===== config.mk =====
export PLATFORM = sky130hd
export DESIGN_NAME = dlm_lane_merge
export DESIGN_NICKNAME = d
export VERILOG_FILES = /design/src/verilog/dlm_lane_merge.v
export VERILOG_INCLUDE_DIRS = /design/src /design/src/verilog
export SDC_FILE = /design/constraint.sdc
export NUM_CORES = 1
export LEC_CHECK = 0
export ABC_AREA = 1
export BUFFER_PORTS_ARGS = -buffer_cell sky130_fd_sc_hd__buf_2
export CAP_MARGIN = 20
export CORE_ASPECT_RATIO = 1.75
export CORE_MARGIN = 4
export CORE_UTILIZATION = 55
export DETAILED_ROUTE_END_ITERATION = 7
export PLACE_DENSITY = 0.76
export RECOVER_POWER = 100
export SLEW_MARGIN = 30
export SYNTH_ARGS = -nofsm -noshare
export SYNTH_HDL_FRONTEND = slang
export SYNTH_SLANG_ARGS = --single-unit
export TNS_END_PERCENT = 100

===== constraint.sdc =====
create_clock -name sys_clk -period 1.5 [get_ports sys_clk]
set_input_delay 0.15 -clock sys_clk [delete_from_list [all_inputs] [get_ports sys_clk]]
set_output_delay 0.15 -clock sys_clk [all_outputs]
set_load 0.01 [all_outputs]

===== src/verilog/dlm_map.vh =====
/*
 * constants for the lane merging receiver: sync pattern, packet layout and
 * data type codes.
 * assumes inclusion by bare name from the design file.
 */
`ifndef DLM_MAP_VH
`define DLM_MAP_VH

// ---------------------------------------------------------------------------
// link framing
// ---------------------------------------------------------------------------
`define DLM_SYNC_BYTE 8'hb8
`define DLM_BIT_LAST 3'h7

// ---------------------------------------------------------------------------
// packet layout
// ---------------------------------------------------------------------------
`define DLM_FOOTER_LEN 17'h00002
`define DLM_VC_MSB 7
`define DLM_VC_LSB 6
`define DLM_DT_MSB 5
`define DLM_DT_LSB 0

// ---------------------------------------------------------------------------
// data types
// ---------------------------------------------------------------------------
`define DLM_DT_EOTP 6'h08
`define DLM_DT_LONG_A 4'h9
`define DLM_DT_LONG_B 4'he

`endif

===== src/verilog/dlm_lane_merge.v =====
/*
 * receive side lane merger: deserialises up to four data lanes sampled
 * against the shared link clock, merges bytes back into one stream, tracks
 * packet boundaries and checks the end-of-transmission packet.
 * assumes link clock, lane levels and lane data are asynchronous pins and
 * that link data is stable at each rising link clock edge.
 */
// Overview of operation
// - lane outside high-speed burst sits in low-power state; shown on lane_lps.
// - one to four lanes carry a single byte stream, chosen by cfg_lanes.
// - all lanes are sampled against one common link clock.
// - lanes start together; a lane may end one byte earlier.
// - merged stream restores the transmitter's exact byte order.
// - each burst opens with a sync sequence before any packet byte.
// - several packets per burst; burst ends with lane end-of-transmission.
// - end-of-transmission packet checking can be enabled or disabled.
// - bits on a lane arrive least significant first.
// - multi-byte fields arrive low-order byte first.
// - end-of-transmission packet uses data type 0x08.
// - short packet is four bytes: identifier, two data, ecc, no footer.
// - first packet byte holds channel in 7:6 and data type in 5:0.
// - after a packet ends, next byte is a new header or burst end.
`timescale 1ns/100ps
`default_nettype none
`include "dlm_map.vh"

module dlm_lane_merge #(
    parameter LANES = 4
) (
    input wire sys_clk, // system clock
    input wire rst, // synchronous reset, active high
    input wire link_clk, // shared link clock pin
    input wire [LANES-1:0] lane_hs, // lane in high-speed burst
    input wire [LANES-1:0] lane_dat, // lane serial data
    input wire [1:0] cfg_lanes, // active lanes minus one
    input wire cfg_eotp_en, // end packet checking enable
    input wire out_ready, // downstream can take a byte
    output reg [7:0] out_data, // merged byte
    output reg out_sop, // byte is the first of a packet
    output reg out_valid, // out_data holds a byte
    output reg [1:0] pkt_vc, // virtual channel of current packet
    output reg [5:0] pkt_dt, // data type of current packet
    output reg burst_end, // pulse: burst fully merged
    output reg eotp_err, // pulse: burst ended without end packet
    output reg lane_overrun, // pulse: lane byte lost
    output reg [LANES-1:0] lane_lps // lane in low-power state
);

// ---------------------------------------------------------------------------
// pin synchronisers and link clock edge
// ---------------------------------------------------------------------------
reg [2*LANES:0] meta;
reg [2*LANES:0] sync;
reg link_prev;
wire link_rise;
wire [LANES-1:0] hs_s;
wire [LANES-1:0] dat_s;
wire [LANES-1:0] act_mask;
wire burst_act;

always @(posedge sys_clk) begin
    if (rst) begin
        meta <= {(2*LANES+1){1'b0}};
        sync <= {(2*LANES+1){1'b0}};
        link_prev <= 1'b0;
        lane_lps <= {LANES{1'b1}};
    end else begin
        meta <= {link_clk, lane_hs, lane_dat};
        sync <= meta;
        link_prev <= sync[2*LANES];
        lane_lps <= ~sync[2*LANES-1:LANES];
    end
end

assign link_rise = sync[2*LANES] & ~link_prev;
assign hs_s = sync[2*LANES-1:LANES];
assign dat_s = sync[LANES-1:0];

genvar gi;
generate
    for (gi = 0; gi < LANES; gi = gi + 1) begin : g_mask
        assign act_mask[gi] = (gi <= cfg_lanes);
    end
endgenerate

assign burst_act = |(hs_s & act_mask);

// ---------------------------------------------------------------------------
// per lane deserialiser
// ---------------------------------------------------------------------------
wire [8*LANES-1:0] lane_byte;
wire [LANES-1:0] lane_full;
wire [LANES-1:0] lane_ovr;
reg [LANES-1:0] take;

generate
    for (gi = 0; gi < LANES; gi = gi + 1) begin : g_lane
        reg [7:0] sh;
        reg [2:0] cnt;
        reg aligned;
        reg [7:0] hold;
        reg full;
        reg ovr;
        wire [7:0] next_sh;
        assign next_sh = {dat_s[gi], sh[7:1]};
        always @(posedge sys_clk) begin
            if (rst) begin
                sh <= 8'h00;
                cnt <= 3'h0;
                aligned <= 1'b0;
                hold <= 8'h00;
                full <= 1'b0;
                ovr <= 1'b0;
            end else begin
                ovr <= 1'b0;
                if (take[gi]) begin
                    full <= 1'b0;
                end
                if (!hs_s[gi] || !act_mask[gi]) begin
                    // low-power state drops alignment for the next burst
                    aligned <= 1'b0;
                    cnt <= 3'h0;
                    sh <= 8'h00;
                end else if (link_rise) begin
                    sh <= next_sh;
                    if (!aligned) begin
                        if (next_sh == `DLM_SYNC_BYTE) begin
                            aligned <= 1'b1;
                        end
                        cnt <= 3'h0;
                    end else begin
                        cnt <= cnt + 3'h1;
                        if (cnt == `DLM_BIT_LAST) begin
                            hold <= next_sh;
                            full <= 1'b1; // set wins over take
                            ovr <= full & ~take[gi];
                        end
                    end
                end
            end
        end
        assign lane_byte[8*gi+:8] = hold;
        assign lane_full[gi] = full;
        assign lane_ovr[gi] = ovr;
    end
endgenerate

// ---------------------------------------------------------------------------
// round-robin merge and packet tracking
// ---------------------------------------------------------------------------
reg [1:0] rr;
// one-hot packet position: identifier, word count low/high, ecc, body
localparam [4:0] ST_IDENT = 5'h01;
localparam [4:0] ST_WC_LO = 5'h02;
localparam [4:0] ST_WC_HI = 5'h04;
localparam [4:0] ST_ECC = 5'h08;
localparam [4:0] ST_BODY = 5'h10;
reg [4:0] hpos;
reg [16:0] rem;
reg [7:0] wc_lo;
reg is_long;
reg last_eotp;
reg seen;
reg sp_valid;
reg [8:0] sp_data;
reg [7:0] mbyte;
reg mfull;
reg push_sop;
wire push;
wire [8:0] push_data;

always @* begin
    take = {LANES{1'b0}};
    mbyte = lane_byte[8*rr+:8];
    mfull = lane_full[rr];
    take[rr] = mfull & ~sp_valid;
end

assign push = mfull & ~sp_valid;
always @* begin
    push_sop = (hpos == ST_IDENT);
end
assign push_data = {push_sop, mbyte};

always @(posedge sys_clk) begin
    if (rst) begin
        rr <= 2'h0;
        hpos <= ST_IDENT;
        rem <= 17'h00000;
        wc_lo <= 8'h00;
        is_long <= 1'b0;
        last_eotp <= 1'b0;
        seen <= 1'b0;
        pkt_vc <= 2'h0;
        pkt_dt <= 6'h00;
        burst_end <= 1'b0;
        eotp_err <= 1'b0;
        lane_overrun <= 1'b0;
    end else begin
        burst_end <= 1'b0;
        eotp_err <= 1'b0;
        lane_overrun <= |lane_ovr;
        if (push) begin
            seen <= 1'b1;
            rr <= (rr == cfg_lanes) ? 2'h0 : rr + 2'h1;
            case (hpos)
                ST_IDENT: begin
                    pkt_vc <= mbyte[`DLM_VC_MSB:`DLM_VC_LSB];
                    pkt_dt <= mbyte[`DLM_DT_MSB:`DLM_DT_LSB];
                    is_long <= (mbyte[3:0] == `DLM_DT_LONG_A) ||
                        (mbyte[3:0] == `DLM_DT_LONG_B);
                    last_eotp <= (mbyte[`DLM_DT_MSB:`DLM_DT_LSB] ==
                        `DLM_DT_EOTP);
                    hpos <= ST_WC_LO;
                end
                ST_WC_LO: begin
                    wc_lo <= mbyte;
                    hpos <= ST_WC_HI;
                end
                ST_WC_HI: begin
                    rem <= {1'b0, mbyte, wc_lo} + `DLM_FOOTER_LEN;
                    hpos <= ST_ECC;
                end
                ST_ECC: begin
                    // short packets end at the ecc byte
                    hpos <= is_long ? ST_BODY : ST_IDENT;
                end
                ST_BODY: begin
                    rem <= rem - 17'h00001;
                    if (rem == 17'h00001) begin
                        hpos <= ST_IDENT;
                    end
                end
                default: begin
                    hpos <= ST_IDENT;
                end
            endcase
        end else if (!burst_act && !(|lane_full) && seen) begin
            // all active lanes back in low-power state and drained
            seen <= 1'b0;
            rr <= 2'h0;
            hpos <= ST_IDENT;
            burst_end <= 1'b1;
            eotp_err <= cfg_eotp_en &
                (~last_eotp | (hpos != ST_IDENT));
            last_eotp <= 1'b0;
        end
    end
end

// ---------------------------------------------------------------------------
// two-entry output buffer
// ---------------------------------------------------------------------------
always @(posedge sys_clk) begin
    if (rst) begin
        out_valid <= 1'b0;
        out_data <= 8'h00;
        out_sop <= 1'b0;
        sp_valid <= 1'b0;
        sp_data <= 9'h000;
    end else if (out_ready || !out_valid) begin
        if (sp_valid) begin
            {out_sop, out_data} <= sp_data;
            out_valid <= 1'b1;
            sp_valid <= 1'b0;
        end else if (push) begin
            {out_sop, out_data} <= push_data;
            out_valid <= 1'b1;
        end else begin
            out_valid <= 1'b0;
            out_sop <= 1'b0;
        end
    end else if (push) begin
        sp_data <= push_data;
        sp_valid <= 1'b1;
    end
end

endmodule // dlm_lane_merge

`default_nettype wire


Word-level counts from Yosys, hierarchy flattened

Cells that the tools add are included.

Shift operators: 1
Multiplexer cells: 56
Bitwise logic cells: 33
Add/subtract/negate cells: 7
Reduce and logical (&&, ||, !) cells: 45
Equality and inequality tests: 21
$lt $le $gt $ge: 5

Operators by type and width:

| cell                  | number |
|---|---|
| $mux 1                | 39 |
| $pmux 17 s2           | 1 |
| $eq 8x8->1 const B    | 4 |
| $shiftx 32x6->8       | 1 |
| $pmux 5 s5            | 1 |
| $not 1->1             | 22 |
| $mux 5                | 4 |
| $reduce_or 5->1       | 4 |
| $add 16x2->17 const B | 1 |
| $eq 17x1->1 const B   | 1 |
| $sub 17x1->17 const B | 1 |
| $mux 8                | 2 |
| $reduce_and 4->1      | 4 |
| $reduce_and 2->1      | 7 |
| $add 3x1->3 const B   | 4 |
| $eq 3x3->1 const B    | 4 |
| $mux 3                | 4 |
| $reduce_or 2->1       | 6 |
| $reduce_or 4->1       | 3 |
| $logic_not 1->1       | 9 |
| $and 4x4->4           | 2 |
| $eq 4x4->1 const B    | 2 |
| $and 1x1->1           | 7 |
| $eq 6x4->1 const B    | 1 |
| other kinds (23)      | 34 |

Output and inout port bits: 25
Bits of input ports: 15
Logic and storage cells: 213
Register bits: 177

Longest topological paths before layout

Depth after elaboration: 10
Gate-level depth with buffers: 13
Gate-level depth less buffers: 12

Worst setup path before layout

No wires, ideal clock.

Path kind: flip-flop to flip-flop
Start point: register rr[0]
End point: register rem[13]
Library setup time: 109 ps
Setup slack: 24 ps
Data arrival time: 1,367 ps
Cell stages (with the launch flop): 14
Path buffers: 2
Data required time: 1,391 ps
Period minus slack after synthesis: 1,476 ps
Cell sequence: dfxtp_1 -> buf_6 -> buf_12 -> nand2_4 -> nand2_2 -> nand2_2 -> nand2_4 -> nand2_4 -> nor2_2 -> nand3_1 -> nand3_1 -> nand3_1 -> nand2_1 -> inv_1

Longest elaborated chain between the ends: 4
Elaborated cells between the ends (all ways): 7
Classes of those cells: add/sub (1); shift (1); mux (3); bitwise (1); reduce/logical (1)

Ends and longest elaborated chain:

| what                                                                  | RTL line             | source |
|---|---|---|
| start, declared                                                       | dlm_lane_merge.v:151 | `reg [1:0] rr;` |
| start signal, assigned                                                | dlm_lane_merge.v:205 | `rr <= (rr == cfg_lanes) ? 2'h0 : rr + 2'h1;` |
| parallel branches: the longest is 4 deep, another holds $add 16x2->17 | -                    |  |
| end signal, assigned                                                  | dlm_lane_merge.v:221 | `` rem <= {1'b0, mbyte, wc_lo} + `DLM_FOOTER_LEN; `` |
| end signal, assigned                                                  | dlm_lane_merge.v:229 | `rem <= rem - 17'h00001;` |
| end, declared                                                         | dlm_lane_merge.v:159 | `reg [16:0] rem;` |

Parallel ways; which one is timed is not known. The select of a mux whose other input is x is not followed.
A chain may end at the register's enable or synchronous reset.

Worst setup path in the final report

Start point: register g_lane[3].full
End point: register rr[0]

Longest elaborated chain between the ends: 5
Elaborated cells between the ends (all ways): 9
Classes of those cells: mux (3); bitwise (1); reduce/logical (5)

Ends and longest elaborated chain:

| what                                                               | RTL line             | source |
|---|---|---|
| start, declared                                                    | dlm_lane_merge.v:102 | `reg full;` |
| start signal, assigned                                             | dlm_lane_merge.v:112 | `full <= 1'b0;` |
| start signal, assigned                                             | dlm_lane_merge.v:117 | `full <= 1'b0;` |
| start signal, assigned                                             | dlm_lane_merge.v:135 | `full <= 1'b1;` |
| parallel branches: the longest is 5 deep, another holds $bmux 1 s2 | -                    |  |

Parallel ways; which one is timed is not known. The select of a mux whose other input is x is not followed.

==> results.json <==
{
  "outcome": "finished, violations left",
  "failed_checks": "setup timing",
  "grt_pass1_vias": 7293,
  "insertion_delay_ps": 440,
  "die_h_um": 163,
  "clockRootBuffer": "clkbuf_16",
  "fin_crit_ps": 1820,
  "floorplan.rows": 56,
  "clkSinkCount": 173,
  "worstMarginPinSlew_ps": 764,
  "finish.cell_count_without_fillers": 1352,
  "cts.clk_slew.worst_paths_ps": 70,
  "relSlewSlack_pct": 49.1,
  "path_max_fanout": 5,
  "skew_ps": 12.4,
  "postSynthAreaPerCell_um2": 7.68,
  "startpoint_type": "flop",
  "dp_hpwl_um": 14200,
  "synth-simple-area-share_pct": 24.5,
  "clk_path_buf_depth": 2,
  "port_buffers": 39,
  "grt_pass1_wl_um": 34700,
  "rr_worst_depth": 8,
  "cts_buffers": 17,
  "fin_ws_ps": -321,
  "track_usage_pct": 27.2,
  "drc": 0,
  "vias": 8062,
  "min_to": "out_sop",
  "slew_viol_final": 0,
  "dp_cells": 1259,
  "core_area_mm2": 0.0135,
  "design_area_mm2": 0.0105,
  "maxCapViolCount": 0,
  "fmax_mhz": 549,
  "grt_max_degree": 48,
  "p_leak_nw": 4.32,
  "hp-start": "out_ready",
  "postRouteAntennaNets": 0,
  "post-route-period-util_pct": 121,
  "worst-endpoint-required_ps": 1830,
  "rsz0062_at_grt": "true",
  "vdd_drop_max_uv": 1120,
  "diodes": 0,
  "synth_compound_area_share_pct": 18.1,
  "syn_inst": 987,
  "drt-wirelength-per-cell_um": 19.7,
  "grt_remaining_overflow": 0,
  "drt-total-wl_um": 26700,
  "syn-num-nets": 1017,
  "cp.arrival_ps": 2150,
  "area_growth_pct": 37.9,
  "synth_mux_area_share_pct": 0.132,
  "rr_endpoint": "rr[0]",
  "via_per_inst": 5.96,
  "synth_top_family_by_area": "simple AND/OR/NAND/NOR gates",
  "synth_xor_area_share_pct": 0.578,
  "hold_viol": 0,
  "min_path_cells": 4,
  "drtIter0Drc": 783,
  "hp-class": "in2reg",
  "cts.htree.levels": 4,
  "finalSetupTns_ps": -9880,
  "place_area_mm2": 0.00860,
  "yosysWarningCount": 0,
  "cp-end-kind": "flop",
  "cts_tree": "yes",
  "final_cell_mix": "161 x dfxtp_1, 116 x buf_4, 107 x nand2_1, 101 x nor2_1, 92 x a21oi_1",
  "nNetsFinal": 1195,
  "p_per_area_mw_per_mm2": 931,
  "die-area_mm2": 0.0158,
  "criticalPathCategory": "reg2reg",
  "ys_types": 45,
  "layout-drive-gt1-share_pct": 33.1,
  "first_pass_iters": 6,
  "num_io_pins": 40,
  "layout_commonest_cell": "dfxtp_1",
  "ys_ff_latch": 173,
  "synthAdderAreaFrac_pct": 2.48,
  "crit-reg2reg-launch": "g_lane[3].full",
  "yosysSeqAreaShare_pct": 45.7,
  "fp.dieW_um": 96.8,
  "start_util_pct": 56.4,
  "antenna_found_initial": 1,
  "gp_congestion": 0.979,
  "setup_viol": 80,
  "timing.reg2reg.setup_slack_ps": -320,
  "syn_area_mm2": 0.00758
}
[final cells by class]
class	count	area [µm²]
Multi-Input combinational cell	667	4030
Timing Repair inverter	1	7.51
Timing Repair Buffer	200	1630
Fill cell	843	3000
Clock inverter	15	230
Sequential cell	173	3490
Tap cell	174	218
Inverter	105	432
Clock buffer	17	425
[synth_stat cells (all sizes together)]
library cell	count	area (µm²)
dfxtp	173	3460
nand2	160	691
nor2	131	578
o21ai	122	611
a21oi	105	544
inv	102	388
nand3	66	385
buf	24	178
a31oi	18	113
clkbuf	18	67.6
ha	15	188
nand4	11	75.1
nor3	11	65.1
nor4	6	37.5
a211oi	4	40.0
a22oi	4	30.0
clkinv	3	13.8
xnor2	3	26.3
nand3b	2	15.0
or2	2	12.5
xor2	2	17.5
a311oi	1	8.76
mux2i	1	10.0
o211a	1	10.0
o211ai	1	7.51
o21a	1	7.51
[cell families after synthesis]
kind of cell | Yosys count
buffers and inverters | 147
adder cells (fa/ha/maj) | 15
XOR/XNOR | 5
AND/OR/NAND/NOR | 389
flip-flops | 173
multiplexers | 1
AO/OA/AOI/OAI | 257
[timing repair]
item	CTS	global route
gates cloned	3	3
hold buffers	10	0
pin swaps	13	49
setup endpoints to repair	71	87
setup buffers	13	33
resized for setup	69	145
hold endpoints to repair	10	0
[critical path, stage by stage (launching register included)]
cell	delay [ps]
dfxtp_1	530
nand2_2	120
nand3_2	110
nand3_4	110
buf_6	150
buf_16	140
a31oi_4	200
o21ai_2	90
a21oi_4	260
[through the flow]
stage               hold WS [ps]  power (mW)  utilization [%]  setup slack, ps
CTS                         41.0        9.67             72.5            -46.3
finish                       113        9.74             77.7             -321
detailed placement           358        4.94             63.9             -188
global route                 118        9.96             77.7             -367
floorplan                    257        4.84                -             24.2
global placement             348        4.93             63.9             -178
[where the power goes]
group	switching, mW	total (mW)	internal (mW)
Clock	2.14	4.86	2.72
Combinational	0.158	0.257	0.0995
Sequential	0.0115	4.62	4.61
Total	2.31	9.74	7.43
[worst max path at each step]
stage | start | cells after the start | slack (ps) | end
detailed placement | rr[0] | 10 | -190 | rem[12]
CTS | wc_lo[1] | 9 | -50 | rem[9]
finish | g_lane[3].full | 8 | -320 | rr[0]
floorplan | rr[0] | 13 | 20 | rem[13]
global route | g_lane[3].full | 8 | -370 | rr[0]
global placement | rr[1] | 10 | -180 | rem[12]
[flip-flops by register name, summed over array words and instances (netlist names), 5 cells and up]
name,count
g_lane.cnt,12
g_lane.hold,32
g_lane.sh,28
hpos,5
meta,9
out_data,8
pkt_dt,6
rem,17
sp_data,9
sync,9
wc_lo,8
[routing by layer]
layer / global-route usage (%) / vias up / part of all wire, %
li1: - / 3640 / -
met1: 25.8 / 3764 / 33
met2: 52.4 / 468 / 51
met3: 4.62 / 188 / 6.3
met4: 18.9 / 2 / 9.2
met5: 0 / - / 0.049
Note: power is estimated with default switching activity, not from simulation.
